## src/verilog/psda_pkg.sv

```systemverilog
// Constants shared by the program space data access bridge
// Behaviour
// - Table address is table page above effective address bits 15..1, with bit 0 cleared.
// - Table page bit 7 selects user (0) or configuration (1) memory.
// - Remap address is visibility page above effective address bits 14..0.
// - Remap address top bit is forced to zero, user memory only.
// - Remap only when effective address top bit and visibility enable are set.
// - Visibility page holds 8 bits selecting one of 256 16K-word pages.
// - Data addresses from 0x8000 up map to program; low 16 bits returned.
// - Program counter advances by two per program word.
// - Word low table read returns program bits 15..0.
// - Byte low table read returns upper byte if byte select, else lower.
// - Word high table read returns bits 23..16; upper data byte zero.
// - Byte high table read returns zero when byte select is one.
// - Low table ops reach low word; high table ops reach upper byte.
// - Visibility remapping is suppressed while a table operation runs.
// - A remapped data read extends the instruction by up to two cycles.
// - Outside repeat, word and double-word moves take one extra cycle, others two.
// - In repeat, first, last, interrupt exit and re-entry take two extra.
package psda_pkg;
  localparam int EA_W = 16;
  localparam int PA_W = 24;
  localparam int PAGE_W = 8;
  localparam int DATA_W = 16;
  localparam int CC_W = 16;
  // Core control bit that opens the remap window
  localparam int VIS_EN_BIT = 2;
  // Table page bit that selects configuration space
  localparam int CFG_SEL_BIT = 7;
  // Lowest data address inside the remap window
  localparam logic [EA_W-1:0] REMAP_BASE = 16'h8000;
  localparam int REMAP_LOW_W = 15;
  localparam int BYTE_SEL_BIT = 0;
  localparam logic [PA_W-1:0] PC_STEP = 24'h000002;
  // Reset values
  localparam logic [PAGE_W-1:0] TABLE_PAGE_RST = 8'h00;
  localparam logic [PAGE_W-1:0] VIS_PAGE_RST = 8'h00;
  localparam logic [CC_W-1:0] CORE_CONTROL_RST = 16'h0000;
  localparam logic [PA_W-1:0] PC_RST = 24'h000000;
  // Extra instruction cycles for remapped reads
  localparam logic [1:0] EXTRA_NONE = 2'h0;
  localparam logic [1:0] EXTRA_MOVE = 2'h1;
  localparam logic [1:0] EXTRA_OTHER = 2'h2;
  // Request operation codes
  localparam logic [2:0] OP_TBL_RD_LOW = 3'h0;
  localparam logic [2:0] OP_TBL_RD_HIGH = 3'h1;
  localparam logic [2:0] OP_TBL_WR_LOW = 3'h2;
  localparam logic [2:0] OP_TBL_WR_HIGH = 3'h3;
  localparam logic [2:0] OP_DATA_RD = 3'h4;
  localparam logic [2:0] OP_DATA_WR = 3'h5;
  // Program memory byte lanes
  localparam logic [2:0] BE_NONE = 3'h0;
  localparam logic [2:0] BE_LOW_BYTE = 3'h1;
  localparam logic [2:0] BE_MID_BYTE = 3'h2;
  localparam logic [2:0] BE_LOW_WORD = 3'h3;
  localparam logic [2:0] BE_HIGH_BYTE = 3'h4;
  typedef enum logic [3:0] {
    ST_IDLE = 4'h1,
    ST_ACCESS = 4'h2,
    ST_RETURN = 4'h4,
    ST_STALL = 4'h8
  } psda_state_e;
endpackage : psda_pkg

```

## src/verilog/psda_addr_gen.sv

```systemverilog
// Program address generation for table and remapped accesses
`timescale 1ns/1ps
module psda_addr_gen
  import psda_pkg::*;
(
  input wire logic [psda_pkg::EA_W-1:0] effective_address,
  input wire logic [psda_pkg::PAGE_W-1:0] table_page,
  input wire logic [psda_pkg::PAGE_W-1:0] visibility_page,
  input wire logic visibility_enable,
  input wire logic table_active,
  output logic [psda_pkg::PA_W-1:0] table_addr,
  output logic [psda_pkg::PA_W-1:0] remap_addr,
  output logic remap_hit,
  output logic byte_sel
);
  // Word address drops the byte select bit
  assign byte_sel = effective_address[BYTE_SEL_BIT];
  assign table_addr = {table_page, effective_address[EA_W-1:1], 1'b0};
  // Top bit held low so configuration space stays out of reach
  assign remap_addr = {1'b0, visibility_page, effective_address[REMAP_LOW_W-1:0]};
  // Window closes while a table op owns the program port
  assign remap_hit = (effective_address >= REMAP_BASE) && visibility_enable && !table_active;
endmodule : psda_addr_gen

```

## src/verilog/psda_bridge.sv

```systemverilog
// Program space data access bridge: table ops, remap window, stalls
`timescale 1ns/1ps
module psda_bridge
  import psda_pkg::*;
(
  input wire logic clock,
  input wire logic reset_n,
  input wire logic table_page_load,
  input wire logic [psda_pkg::PAGE_W-1:0] table_page_value,
  input wire logic visibility_page_load,
  input wire logic [psda_pkg::PAGE_W-1:0] visibility_page_value,
  input wire logic core_control_load,
  input wire logic [psda_pkg::CC_W-1:0] core_control_value,
  input wire logic pc_load,
  input wire logic [psda_pkg::PA_W-1:0] pc_value,
  input wire logic pc_advance,
  input wire logic req_valid,
  input wire logic [2:0] req_op,
  input wire logic req_byte_mode,
  input wire logic [psda_pkg::EA_W-1:0] effective_address,
  input wire logic [psda_pkg::DATA_W-1:0] req_wdata,
  input wire logic transfer_word_op,
  input wire logic transfer_double_op,
  input wire logic in_repeat,
  input wire logic repeat_first,
  input wire logic repeat_last,
  input wire logic repeat_irq_exit,
  input wire logic repeat_irq_reentry,
  input wire logic [psda_pkg::PA_W-1:0] pm_rdata,
  output logic [psda_pkg::PAGE_W-1:0] table_page_q,
  output logic [psda_pkg::PAGE_W-1:0] visibility_page_q,
  output logic [psda_pkg::CC_W-1:0] core_control_q,
  output logic [psda_pkg::PA_W-1:0] pc_q,
  output logic pm_req_q,
  output logic pm_we_q,
  output logic pm_config_q,
  output logic [psda_pkg::PA_W-1:0] pm_addr_q,
  output logic [psda_pkg::PA_W-1:0] pm_wdata_q,
  output logic [2:0] pm_byte_en_q,
  output logic ds_req_q,
  output logic ds_we_q,
  output logic [psda_pkg::EA_W-1:0] ds_addr_q,
  output logic [psda_pkg::DATA_W-1:0] ds_wdata_q,
  output logic [psda_pkg::DATA_W-1:0] rd_data_q,
  output logic rd_valid_q,
  output logic core_busy_q
);
  import psda_pkg::*;

  psda_state_e state_q, state_d;
  logic [2:0] op_q;
  logic byte_mode_q, byte_sel_q;
  logic [1:0] extra_q, cnt_q, cnt_d, extra_n;
  logic [PA_W-1:0] table_addr, remap_addr, wdata_lanes;
  logic remap_hit, byte_sel, visibility_enable, table_active, accept;
  logic req_is_table, req_is_write, remap_read, pm_go, ds_go;
  logic op_q_write, op_q_table, word_move, repeat_edge;
  logic [7:0] lo_byte, hi_byte;
  logic [DATA_W-1:0] lo_word, steer_low, steer_high, steer_data;
  logic [2:0] be_low, be_high, be_n;

  // Request decode
  assign visibility_enable = core_control_q[VIS_EN_BIT];
  assign accept = req_valid && (state_q == ST_IDLE);
  assign req_is_table = (req_op == OP_TBL_RD_LOW) || (req_op == OP_TBL_RD_HIGH)
                        || (req_op == OP_TBL_WR_LOW) || (req_op == OP_TBL_WR_HIGH);
  assign req_is_write = (req_op == OP_TBL_WR_LOW) || (req_op == OP_TBL_WR_HIGH);
  assign op_q_write = (op_q == OP_TBL_WR_LOW) || (op_q == OP_TBL_WR_HIGH);
  assign op_q_table = (op_q != OP_DATA_RD);
  // A table request, or one still running, keeps the window shut
  assign table_active = (accept && req_is_table) || ((state_q != ST_IDLE) && op_q_table);

  psda_addr_gen u_addr_gen (
    .effective_address(effective_address),
    .table_page(table_page_q),
    .visibility_page(visibility_page_q),
    .visibility_enable(visibility_enable),
    .table_active(table_active),
    .table_addr(table_addr),
    .remap_addr(remap_addr),
    .remap_hit(remap_hit),
    .byte_sel(byte_sel)
  );

  // Routing: program port for table ops and window reads, else data space
  assign remap_read = accept && (req_op == OP_DATA_RD) && remap_hit;
  assign pm_go = (accept && req_is_table) || remap_read;
  // Window is read-only, so data writes always go to data space
  assign ds_go = accept && (((req_op == OP_DATA_RD) && !remap_hit) || (req_op == OP_DATA_WR));

  // Extra cycles charged to an instruction reading through the window
  assign word_move = transfer_word_op || transfer_double_op;
  assign repeat_edge = repeat_first || repeat_last || repeat_irq_exit || repeat_irq_reentry;
  assign extra_n = in_repeat ? (repeat_edge ? EXTRA_OTHER : EXTRA_NONE)
                 : (word_move ? EXTRA_MOVE : EXTRA_OTHER);

  // Read steering; only the low program word leaves through the window
  assign lo_word = pm_rdata[DATA_W-1:0];
  assign lo_byte = byte_sel_q ? pm_rdata[15:8] : pm_rdata[7:0];
  assign hi_byte = pm_rdata[PA_W-1:DATA_W];
  assign steer_low = byte_mode_q ? {8'h00, lo_byte} : lo_word;
  // Phantom byte always reads zero
  assign steer_high = (byte_mode_q && byte_sel_q) ? 16'h0000 : {8'h00, hi_byte};
  assign steer_data = (op_q == OP_TBL_RD_HIGH) ? steer_high : (op_q == OP_TBL_RD_LOW) ? steer_low
                    : lo_word;

  // Write lanes; a byte is copied to both low lanes and the enables pick one
  assign wdata_lanes = {req_wdata[7:0], req_byte_mode ? {req_wdata[7:0], req_wdata[7:0]} : req_wdata};
  assign be_low = !req_byte_mode ? BE_LOW_WORD : (byte_sel ? BE_MID_BYTE : BE_LOW_BYTE);
  // Writing the phantom byte does nothing
  assign be_high = (req_byte_mode && byte_sel) ? BE_NONE : BE_HIGH_BYTE;
  assign be_n = (req_op == OP_TBL_WR_HIGH) ? be_high : be_low;

  // Sequencer next state
  always_comb
  begin
    state_d = state_q;
    cnt_d = cnt_q;
    unique case (state_q)
      ST_IDLE:
      begin
        if (pm_go)
          state_d = ST_ACCESS;
      end
      ST_ACCESS:
      begin
        state_d = op_q_write ? ST_IDLE : ST_RETURN;
      end
      ST_RETURN:
      begin
        cnt_d = extra_q;
        state_d = (extra_q != EXTRA_NONE) ? ST_STALL : ST_IDLE;
      end
      ST_STALL:
      begin
        cnt_d = cnt_q - 2'h1;
        if (cnt_q == 2'h1)
          state_d = ST_IDLE;
      end
      default:
      begin
        state_d = ST_IDLE;
        cnt_d = 2'h0;
      end
    endcase
  end

  // State and stall counter
  always_ff @(posedge clock or negedge reset_n)
  begin
    if (!reset_n)
    begin
      state_q <= ST_IDLE;
      cnt_q <= 2'h0;
      core_busy_q <= 1'b0;
    end
    else
    begin
      state_q <= state_d;
      cnt_q <= cnt_d;
      core_busy_q <= (state_d != ST_IDLE);
    end
  end

  // Request capture for the steering stage
  always_ff @(posedge clock or negedge reset_n)
  begin
    if (!reset_n)
    begin
      op_q <= OP_TBL_RD_LOW;
      byte_mode_q <= 1'b0;
      byte_sel_q <= 1'b0;
      extra_q <= EXTRA_NONE;
    end
    else if (pm_go)
    begin
      op_q <= req_op;
      byte_mode_q <= req_byte_mode;
      byte_sel_q <= byte_sel;
      extra_q <= remap_read ? extra_n : EXTRA_NONE;
    end
  end

  // Program memory port
  always_ff @(posedge clock or negedge reset_n)
  begin
    if (!reset_n)
    begin
      pm_req_q <= 1'b0;
      pm_we_q <= 1'b0;
      pm_config_q <= 1'b0;
      pm_addr_q <= '0;
      pm_wdata_q <= '0;
      pm_byte_en_q <= BE_NONE;
    end
    else
    begin
      pm_req_q <= pm_go;
      pm_we_q <= pm_go && req_is_write;
      if (pm_go)
      begin
        pm_addr_q <= req_is_table ? table_addr : remap_addr;
        pm_config_q <= req_is_table && table_page_q[CFG_SEL_BIT];
        pm_wdata_q <= wdata_lanes;
        pm_byte_en_q <= req_is_write ? be_n : BE_NONE;
      end
    end
  end

  // Data space port for accesses outside the window
  always_ff @(posedge clock or negedge reset_n)
  begin
    if (!reset_n)
    begin
      ds_req_q <= 1'b0;
      ds_we_q <= 1'b0;
      ds_addr_q <= '0;
      ds_wdata_q <= '0;
    end
    else
    begin
      ds_req_q <= ds_go;
      ds_we_q <= ds_go && (req_op == OP_DATA_WR);
      if (ds_go)
      begin
        ds_addr_q <= effective_address;
        ds_wdata_q <= req_wdata;
      end
    end
  end

  // Read return, one pulse per table read or window read
  always_ff @(posedge clock or negedge reset_n)
  begin
    if (!reset_n)
    begin
      rd_data_q <= '0;
      rd_valid_q <= 1'b0;
    end
    else
    begin
      rd_valid_q <= (state_q == ST_RETURN);
      if (state_q == ST_RETURN)
        rd_data_q <= steer_data;
    end
  end

  // Page and control registers written by the core
  always_ff @(posedge clock or negedge reset_n)
  begin
    if (!reset_n)
    begin
      table_page_q <= TABLE_PAGE_RST;
      visibility_page_q <= VIS_PAGE_RST;
      core_control_q <= CORE_CONTROL_RST;
    end
    else
    begin
      if (table_page_load)
        table_page_q <= table_page_value;
      if (visibility_page_load)
        visibility_page_q <= visibility_page_value;
      if (core_control_load)
        core_control_q <= core_control_value;
    end
  end

  // Program counter counts in steps of two, bit 0 always clear
  always_ff @(posedge clock or negedge reset_n)
  begin
    if (!reset_n)
      pc_q <= PC_RST;
    else if (pc_load)
      pc_q <= {pc_value[PA_W-1:1], 1'b0};
    else if (pc_advance)
      pc_q <= pc_q + PC_STEP;
  end
endmodule : psda_bridge

```

## config.mk

```make
export PLATFORM = sky130hd
export DESIGN_NAME = psda_bridge
export DESIGN_NICKNAME = d
export VERILOG_FILES = /design/src/verilog/psda_pkg.sv /design/src/verilog/psda_addr_gen.sv /design/src/verilog/psda_bridge.sv
export SDC_FILE = /design/constraint.sdc
export NUM_CORES = 1
export LEC_CHECK = 0
export ABC_AREA = 1
export BUFFER_PORTS_ARGS = -buffer_cell sky130_fd_sc_hd__buf_2
export CORE_MARGIN = 2
export CORE_UTILIZATION = 50
export DETAILED_ROUTE_END_ITERATION = 12
export PLACE_DENSITY = 0.84
export SLEW_MARGIN = 5
export SYNTH_ARGS = -nofsm -noshare
export SYNTH_HDL_FRONTEND = slang
export SYNTH_SLANG_ARGS = --single-unit
```

## constraint.sdc

```tcl
create_clock -name clock -period 3.1 [get_ports clock]
set_clock_uncertainty 0.15 [all_clocks]
set_input_delay 0.155 -clock clock [delete_from_list [all_inputs] [get_ports clock]]
set_output_delay 0.155 -clock clock [all_outputs]
set_load 0.01 [all_outputs]
```

After elaboration in Yosys (flattened, before gate mapping)

Index checks and enable logic that the tools add are counted.

Register bits after elaboration: 175
Word-level logic and storage cells: 99

Add/subtract/negate cells: 2
Magnitude comparators: 1
Equality and inequality tests: 16
Multiplexer cells: 24
Reduce and logical (&&, ||, !) cells: 33

Operators by type and width:

| kind                  | count |
|---|---|
| $mux 24               | 3 |
| $mux 16               | 4 |
| $add 24x2->24 const B | 1 |
| $ge 16x16->1 const B  | 1 |
| $mux 8                | 2 |
| $pmux 4 s4            | 1 |
| $logic_and 1x1->1     | 14 |
| $eq 3x2->1 const B    | 4 |
| $logic_or 1x1->1      | 12 |
| $mux 2                | 6 |
| $mux 3                | 4 |
| $mux 4                | 3 |
| $ne 4x1->1 const B    | 2 |
| $eq 3x1->1 const B    | 2 |
| $eq 3x3->1 const B    | 2 |
| $logic_not 3->1       | 2 |
| $pmux 2 s3            | 1 |
| $eq 4x1->1 const B    | 1 |
| $eq 4x2->1 const B    | 1 |
| $eq 4x3->1 const B    | 1 |
| $eq 4x4->1 const B    | 1 |
| $reduce_bool 2->1     | 2 |
| $ne 3x3->1 const B    | 1 |
| $eq 2x1->1 const B    | 1 |
| 3 further kinds       | 4 |

Depth between registers and ports, before layout

Gate-level depths: netlist of run 1.

Depth in word-level cells: 13
Depth in mapped cells: 9
Mapped depth without buffers: 9

Hierarchy

Synthesis of run 1 repeated with hierarchy kept, for this count alone.

Cell total of the unflattened synthesis: 986
Area, all modules: 8160.3 um2

Modules (own cells, without submodules):

| module        | instances | cells each | area each (um2) |
|---|---|---|---|
| psda_bridge   | 1         | 934        | 7778.7 |
| psda_addr_gen | 1         | 52         | 381.6 |

Worst setup path after synthesis of run 1

OpenSTA, ideal clock, no wires.

Kind: flip-flop to flip-flop
From: register pc_q[1] (netlist bit)
To: register pc_q[21] (netlist bit)
Library setup time: 0.121 ns
Data arrival time: 1.459 ns
Data required time: 2.829 ns
Setup slack: 1.370 ns
Stages on the path, launching flop included: 9
Path buffers: 0
Cell sequence: dfrtp_1 > ha_1 > nand3_1 > nor2_1 > nand3_1 > nor2_1 > nand2_1 > nand3_1 > nand2_1

Cells in the longest elaborated chain, start to end: 3

Ends and longest elaborated chain:

| item                   | RTL line           | RTL |
|---|---|---|
| from (decl)            | psda_bridge.sv:33  | `output logic [psda_pkg::PA_W-1:0] pc_q,` |
| from (signal assigned) | psda_bridge.sv:274 | `pc_q <= {pc_value[PA_W-1:1], 1'b0};` |
| from (signal assigned) | psda_bridge.sv:276 | `pc_q <= pc_q + PC_STEP;` |
| $add 24x2->24          | psda_bridge.sv:276 |  |
| $mux 24                | psda_bridge.sv:275 | `else if (pc_advance)` |
| $mux 24                | psda_bridge.sv:273 | `else if (pc_load)` |

No other way between the ends. The select of a mux whose other input is x is not followed.
A chain may end at the register's enable or synchronous reset.

Worst setup path after layout of run 1

From: input repeat_irq_reentry
To: register extra_q[1]

Cells in the longest elaborated chain, start to end: 4

Ends and longest elaborated chain:

| item                 | RTL line           | RTL |
|---|---|---|
| from (decl)          | psda_bridge.sv:28  | `input wire logic repeat_irq_reentry,` |
| $logic_or 1x1->1     | psda_bridge.sv:93  | `assign repeat_edge = repeat_first \|\| repeat_last \|\| repeat_irq_exit \|\| repeat_irq_reentry;` |
| $mux 2 (2 in a row)  | psda_bridge.sv:94  | `assign extra_n = in_repeat ? (repeat_edge ? EXTRA_OTHER : EXTRA_NONE)` |
| $mux 2               | psda_bridge.sv:180 | `extra_q <= remap_read ? extra_n : EXTRA_NONE;` |
| to (signal assigned) | psda_bridge.sv:180 |  |
| to (decl)            | psda_bridge.sv:53  | `logic [1:0] extra_q, cnt_q, cnt_d, extra_n;` |

No other way between the ends.

==> reports/qor.yml, run 1 <==
path_common_cell: "dlygate4sd3_1"
slowest_stage: "dlygate4sd3_1"
synth_area_leader_cell: "dfrtp_1"
arrival_ns: 2.75
yosysSeqAreaShare: 0.547
wl_per_cell_um: 18.2
ctsResizeCount: 0
finalSetupViolations: 0
hold_viol: 0
synth_warnings: 0
wl_um: 27200
synthCells: 879
place_congestion: 0.932
fin_crit_ns: 2.60
layout.nets: 1431
die_area_mm2: 0.0161
setup_tns_ns: 0
ios: 293
clock_sinks: 165
dieHeight_um: 127
clockRootBuffer: "clkbuf_16"
power.density_mw_per_mm2: 623
first_global_vias: 8381
row_count: 44
diodes: 0
ys_ff_latch: 165
antenna_left: 0
slew_headroom: 0.499
grt_max_degree: 79
cts_tree: "done"
max-cap-violations: 0
start_util: 0.515
grt.total_usage: 0.339
clkTransAtPathRegs_ns: 0.06
multiInputGateArea_mm2: 0.00289
drive_above_1_share: 0.281
numCtsBuffers: 17
die_x_um: 127
synth_edf_count: 0
avgSynthCellArea_um2: 8.58
synth_top_cell_area_share: 0.544
status: "finished clean"
ir_worst_vdd_uv: 450
slew_violations: 0
start_kind: "input pin"
cp.required_ns: 3.25
gr-total-overflow: 0
clkLatencyLatePin_ns: 0.42
synthArstFlopShare: 1.00
drtIter0Drc: 592
power_uw: 6940
tightest_slew_ns: 0.752
synth_area_leaders: "dfrtp_1, nand2_1, nand3_1, mux2_2, o21ai_0"
hold_class: "in -> reg"
reg2reg_setup_slack_ns: 0.57
antenna_found_initial: 1
fillers: 923
slowest_delay_ns: 0.56
regArea_mm2: 0.00413
via_count: 8199
coreArea_mm2: 0.0146
hold_depth: 4
yosysUniqueCellTypes: 34
post_cts_buffers: 0
post_dp_cell_area_mm2: 0.00905
fin_area_mm2: 0.0111
dp_hpwl_um: 15300
fmax_ghz: 0.385
grt_pass1_wl_um: 43000
cts_buffer_depth: 2
cp.depth: 9
synth_ff_type: "dfrtp_1"
via_per_inst: 5.48
rsz0062_at_grt: "false"
area.growth.synth_to_final_pct: 47.7
critPathKind: "in -> reg"
port_buffers: 290
min_period_over_period: 0.838
htreeDepth: 4
cp-end-kind: "flop"
dr.pass1.iters: 7
synth_area_mm2: 0.00754
drc_errors: 0
crit_family: "buffers and inverters"
cp_max_fo: 1
syn-num-nets: 1012
p_leak_uw: 0.00592
r2r_cells: 8
crit_chain: "dlygate4sd3_1 > buf_2 > nor3_1 > dlygate4sd3_1 > nand2_1 > dlygate4sd3_1 > nand3_1 > dlygate4sd3_1 > nand2_1"
path_buf_inv: 5
[cells in the mapped netlist, types with 4 or more instances]
cell      count
a22oi_1      17
buf_2        12
nand2_2       4
nor3_1        4
nand3_1      90
a21oi_1      22
xor2_1        9
buf_6         5
o21ai_0      48
dfrtp_1     164
nand2_1     301
mux2_2       24
buf_4        11
inv_1        63
nor2_1       53
clkbuf_1     19
[area by class of cell]
type	instances	area share
Clock buffer	20	0.0392
Clock inverter	12	0.0161
Inverter	66	0.0222
Multi-Input combinational cell	600	0.260
Sequential cell	165	0.371
Tap cell	184	0.0207
Timing Repair Buffer	448	0.272
[layer usage]
layer,vias up,wire length [µm],track usage
met5,-,13,0
met4,2,1160,0.164
met3,114,2440,0.0886
met2,563,13600,0.588
met1,3866,9980,0.391
li1,3654,-,-
[worst reg2reg max path: cells and delay by family (launching register included)]
kind | cells | cell delay [ns]
AND/OR/NAND/NOR | 5 | 1.05
buffers and inverters | 2 | 0.73
flip-flops | 1 | 0.38
AO/OA/AOI/OAI | 1 | 0.16
[flip-flops by register name (all words and copies together), names as in the netlist, 4 cells and up]
name / count
visibility_page_q: 8
rd_data_q: 16
ds_wdata_q: 16
state_q: 4
pc_q: 23
ds_addr_q: 16
table_page_q: 8
pm_addr_q: 23
pm_wdata_q: 16
core_control_q: 16
[per-stage QoR]
stage	cells	worst slack, ns	hold WS [ns]	utilization
2_1_floorplan	879	1.37	-0.291	-
3_3_place_gp	1315	1.11	0.0773	0.618
3_5_place_dp	1315	1.06	0.0919	0.618
4_1_cts	1495	0.554	0.0109	0.761
5_1_grt	1495	0.364	0.0270	0.761
6_report	1495	0.503	0.0194	0.761
[cells by family after synthesis]
logic type      after synthesis  share of synthesized area
other cells                   1                   0.000497
simple gates                465                      0.258
mux                          24                     0.0358
buf+inv                     114                     0.0692
fa+ha+maj                     2                    0.00332
xor+xnor                     12                     0.0139
compound gates               96                     0.0720
flops                       165                      0.547
[path summary, 6_finish.rpt]
check / start / end
worst max-delay path: repeat_irq_reentry / extra_q[1]$_DFFE_PN0P_
worst min-delay path: pc_advance / pc_q[4]$_DFFE_PN0N_
worst max register to register: op_q[1]$_DFFE_PN0P_ / rd_data_q[4]$_DFFE_PN0P_
worst min register to register: rd_data_q[12]$_DFFE_PN0P_ / rd_data_q[12]$_DFFE_PN0P_
max in group asynchronous: reset_n / ds_wdata_q[13]$_DFFE_PN0P_
min in group asynchronous: reset_n / pc_q[13]$_DFFE_PN0N_
[repair_timing]
action | CTS | global route
hold buffers | 148 | 0
endpoints found under the setup margin | 0 | 0
endpoints found under the hold margin | 218 | 0
[where the power goes]
group	leakage [µW]	switching, µW	internal, µW	total [µW]
sequential	0.00204	325	2570	2890
combinational	0.00360	1040	791	1830
clock	0.000291	868	1350	2220
total	0.00592	2230	4710	6940
[cell usage in the layout (no fill, tap or decap), types with 4 or more instances in the layout]
cell / n
buf_2: 289
bufinv_16: 4
clkbuf_16: 17
nor2_1: 53
mux2_2: 24
nand2_1: 301
o21ai_0: 48
buf_4: 9
a21oi_1: 22
inv_1: 63
nand2_2: 4
xor2_1: 9
nand3_1: 90
nor3_1: 4
dlygate4sd3_1: 148
a22oi_1: 17
dfrtp_1: 164
No activity file was read; power rests on OpenSTA's default activity.
==> inputs of run 2 (changes only) <==
CORE_UTILIZATION = 44   (was 50)
PLACE_DENSITY = 0.78   (was 0.84)
clock period = 2.38 ns   (was 3.1 ns; I/O delays follow)
==> reports/qor.yml, run 2 (synthesis gave the netlist of run 1 again) <==
cp.required_ns: 2.58  # -0.67 ns
post_cts_buffers: 0  # unchanged
power_frac_seq: 0.430  # +0.013
p_switching_uw: 2850  # +28%
critPathKind: "reg -> reg"
hold_class: "in -> reg"
antenna_found_initial: 0  # -1
p_leak_uw: 0.00590  # -0.33%
setup_tns_ns: 0  # unchanged
hp-start: "pc_load"
htreeDepth: 4  # unchanged
top_regs: "pc_q x23, pm_addr_q x23"
p_clk_frac: 0.305  # -0.015
dp_slack_ns: 0.348  # -0.717 ns
numCtsBuffers: 17  # unchanged
grt_max_degree: 56  # -29%
start_util: 0.452  # -0.0635
place_congestion: 0.905  # -2.9%
status: "finished clean"
tightest_slew_ns: 1.03  # +0.279 ns
dieHeight_um: 135  # +6.4%
reg2reg_setup_slack_ns: 0.23  # -0.34 ns
fillers: 1285  # +39%
drive_above_1_share: 0.284  # +0.00360
layout.nets: 1433  # +0.14%
first_global_vias: 7871  # -6.1%
slew_headroom: 0.310  # -0.189
via_count: 7766  # -5.3%
wl_um: 25100  # -7.5%
clkLatencyLatePin_ns: 0.42  # about the same
min_period_over_period: 0.903
wl_per_cell_um: 16.4  # -9.8%
p_comb_frac: 0.265  # +0.002
whs_ns: 0.0333  # +0.0139 ns
grt.total_usage: 0.275  # -0.0636
drc_errors: 0  # unchanged
ir_worst_vdd_uv: 489  # +8.7%
clock_sinks: 165  # unchanged
final_cell_mix: "nand2_1, buf_2, dfrtp_1"
r2r_cells: 8  # unchanged
ios: 293  # unchanged
netSwitchingFraction: 0.329  # +0.00797
r2r_end: "rd_data_q[6]$_DFFE_PN0P_"
cts_tree: "done"
rsz0062_at_grt: "false"
row_count: 47  # +6.8%
gr-total-overflow: 0  # unchanged
max-cap-violations: 0  # unchanged
drtIter0Drc: 401  # -32%
grt_pass1_wl_um: 39300  # -8.7%
holdPathEnd: "pc_q[2]$_DFFE_PN0N_"
power.density_mw_per_mm2: 775  # +24%
dr.pass1.iters: 7  # unchanged
setup_slack_ns: 0.232  # -0.271 ns
port_buffers: 290  # unchanged
r2r_start: "op_q[1]$_DFFE_PN0P_"
via_per_inst: 5.07  # -7.6%
area.growth.synth_to_final_pct: 48.0
clkTransAtPathRegs_ns: 0.07  # about the same
layout_commonest_cell: "nand2_1"
die_area_mm2: 0.0182  # +13%
arrival_ns: 2.35  # -0.40 ns
fin_crit_ns: 2.15
cp_max_fo: 10  # +9
clockRootBuffer: "clkbuf_16"
hold_viol: 0  # unchanged
start_kind: "flop"
die_x_um: 135  # +6.4%
hold_depth: 3  # -1
cts_buffer_depth: 2  # unchanged
coreArea_mm2: 0.0167  # +14%
slew_violations: 0  # unchanged
finalSetupViolations: 0  # unchanged
p_int_uw: 5800  # +23%
cp-end-kind: "flop"
antenna_left: 0  # unchanged
fmax_ghz: 0.466
dp_hpwl_um: 15700  # +2.5%
## run 2: cell types whose count changed in the layout (fill, tap and decap cells not counted)
cell and delta:
buf_4 +2, nor2_4 +1, nand2_2 +1, dlygate4sd3_1 -1
buf_12 +1, bufinv_16 -3, clkbuf_1 -2, inv_8 +2
nor2_2 -1, nand2_1 -1, clkinv_4 +2, diode_2 +1
## run 2: routing by layer
metal / share of wire / up-vias / GRT usage
li1: - / 3659 / -
met1: 0.38 / 3650 / 0.314
met2: 0.49 / 392 / 0.485
met3: 0.090 / 65 / 0.0807
met4: 0.034 / 0 / 0.112
met5: 0 / - / 0
## run 2: how the worst max path moves through the flow
stage,start,end
CTS,op_q[1]$_DFFE_PN0P_,rd_data_q[6]$_DFFE_PN0P_
floorplan,pc_q[1]$_DFFE_PN0N_,pc_q[21]$_DFFE_PN0N_
finish,op_q[1]$_DFFE_PN0P_,rd_data_q[6]$_DFFE_PN0P_
global route,op_q[1]$_DFFE_PN0P_,rd_data_q[6]$_DFFE_PN0P_
detailed placement,pc_load,pc_q[18]$_DFFE_PN0N_
global placement,pc_load,pc_q[18]$_DFFE_PN0N_
## run 2: worst max-delay path: stages (launching register included)
cell and delay (ns):
dfrtp_1 0.38, inv_1 0.15, nand3_1 0.15, nor2_4 0.26, nand2_2 0.17, nand2_1 0.09, nand3_1 0.07, a21oi_1 0.12
dlygate4sd3_1 0.55
## run 2: per-stage QoR
stage          total power, µW  area (µm²)   util  cells
3_3_place_gp              5710        9130  0.546   1354
6_report                  8650       11200  0.669   1533
3_5_place_dp              5760        9130  0.546   1354
4_1_cts                   8630       11200  0.668   1532
2_1_floorplan             4790        7540      -    879
5_1_grt                   9090       11200  0.668   1532
## run 2: final cells by class
type,count,area [µm²],share of cell area
well taps,220,275,0.0247
flip-flops and latches,165,4130,0.370
diodes,1,2.50,0.000224
repair buffers,450,3050,0.273
multi-input cells,600,2900,0.260
inverters,66,248,0.0222
clock buffers,18,429,0.0384
clock inverters,13,129,0.0115
## run 2: power groups by stage
stage          combinational (µW)  sequential (µW)  clock (µW)
4_1_cts                      2240             3700        2680
2_1_floorplan                 841             3950           0
6_report                     2290             3720        2640
3_3_place_gp                 1980             3730           0
3_5_place_dp                 2020             3740           0
5_1_grt                      2510             3790        2790
## run 2: repair_timing
item / 4_1_cts / 5_1_grt
hold buffers: 147 / 0
endpoints found under the setup margin: 0 / 2
endpoints found under the hold margin: 309 / 0
gates resized for setup: 0 / 2
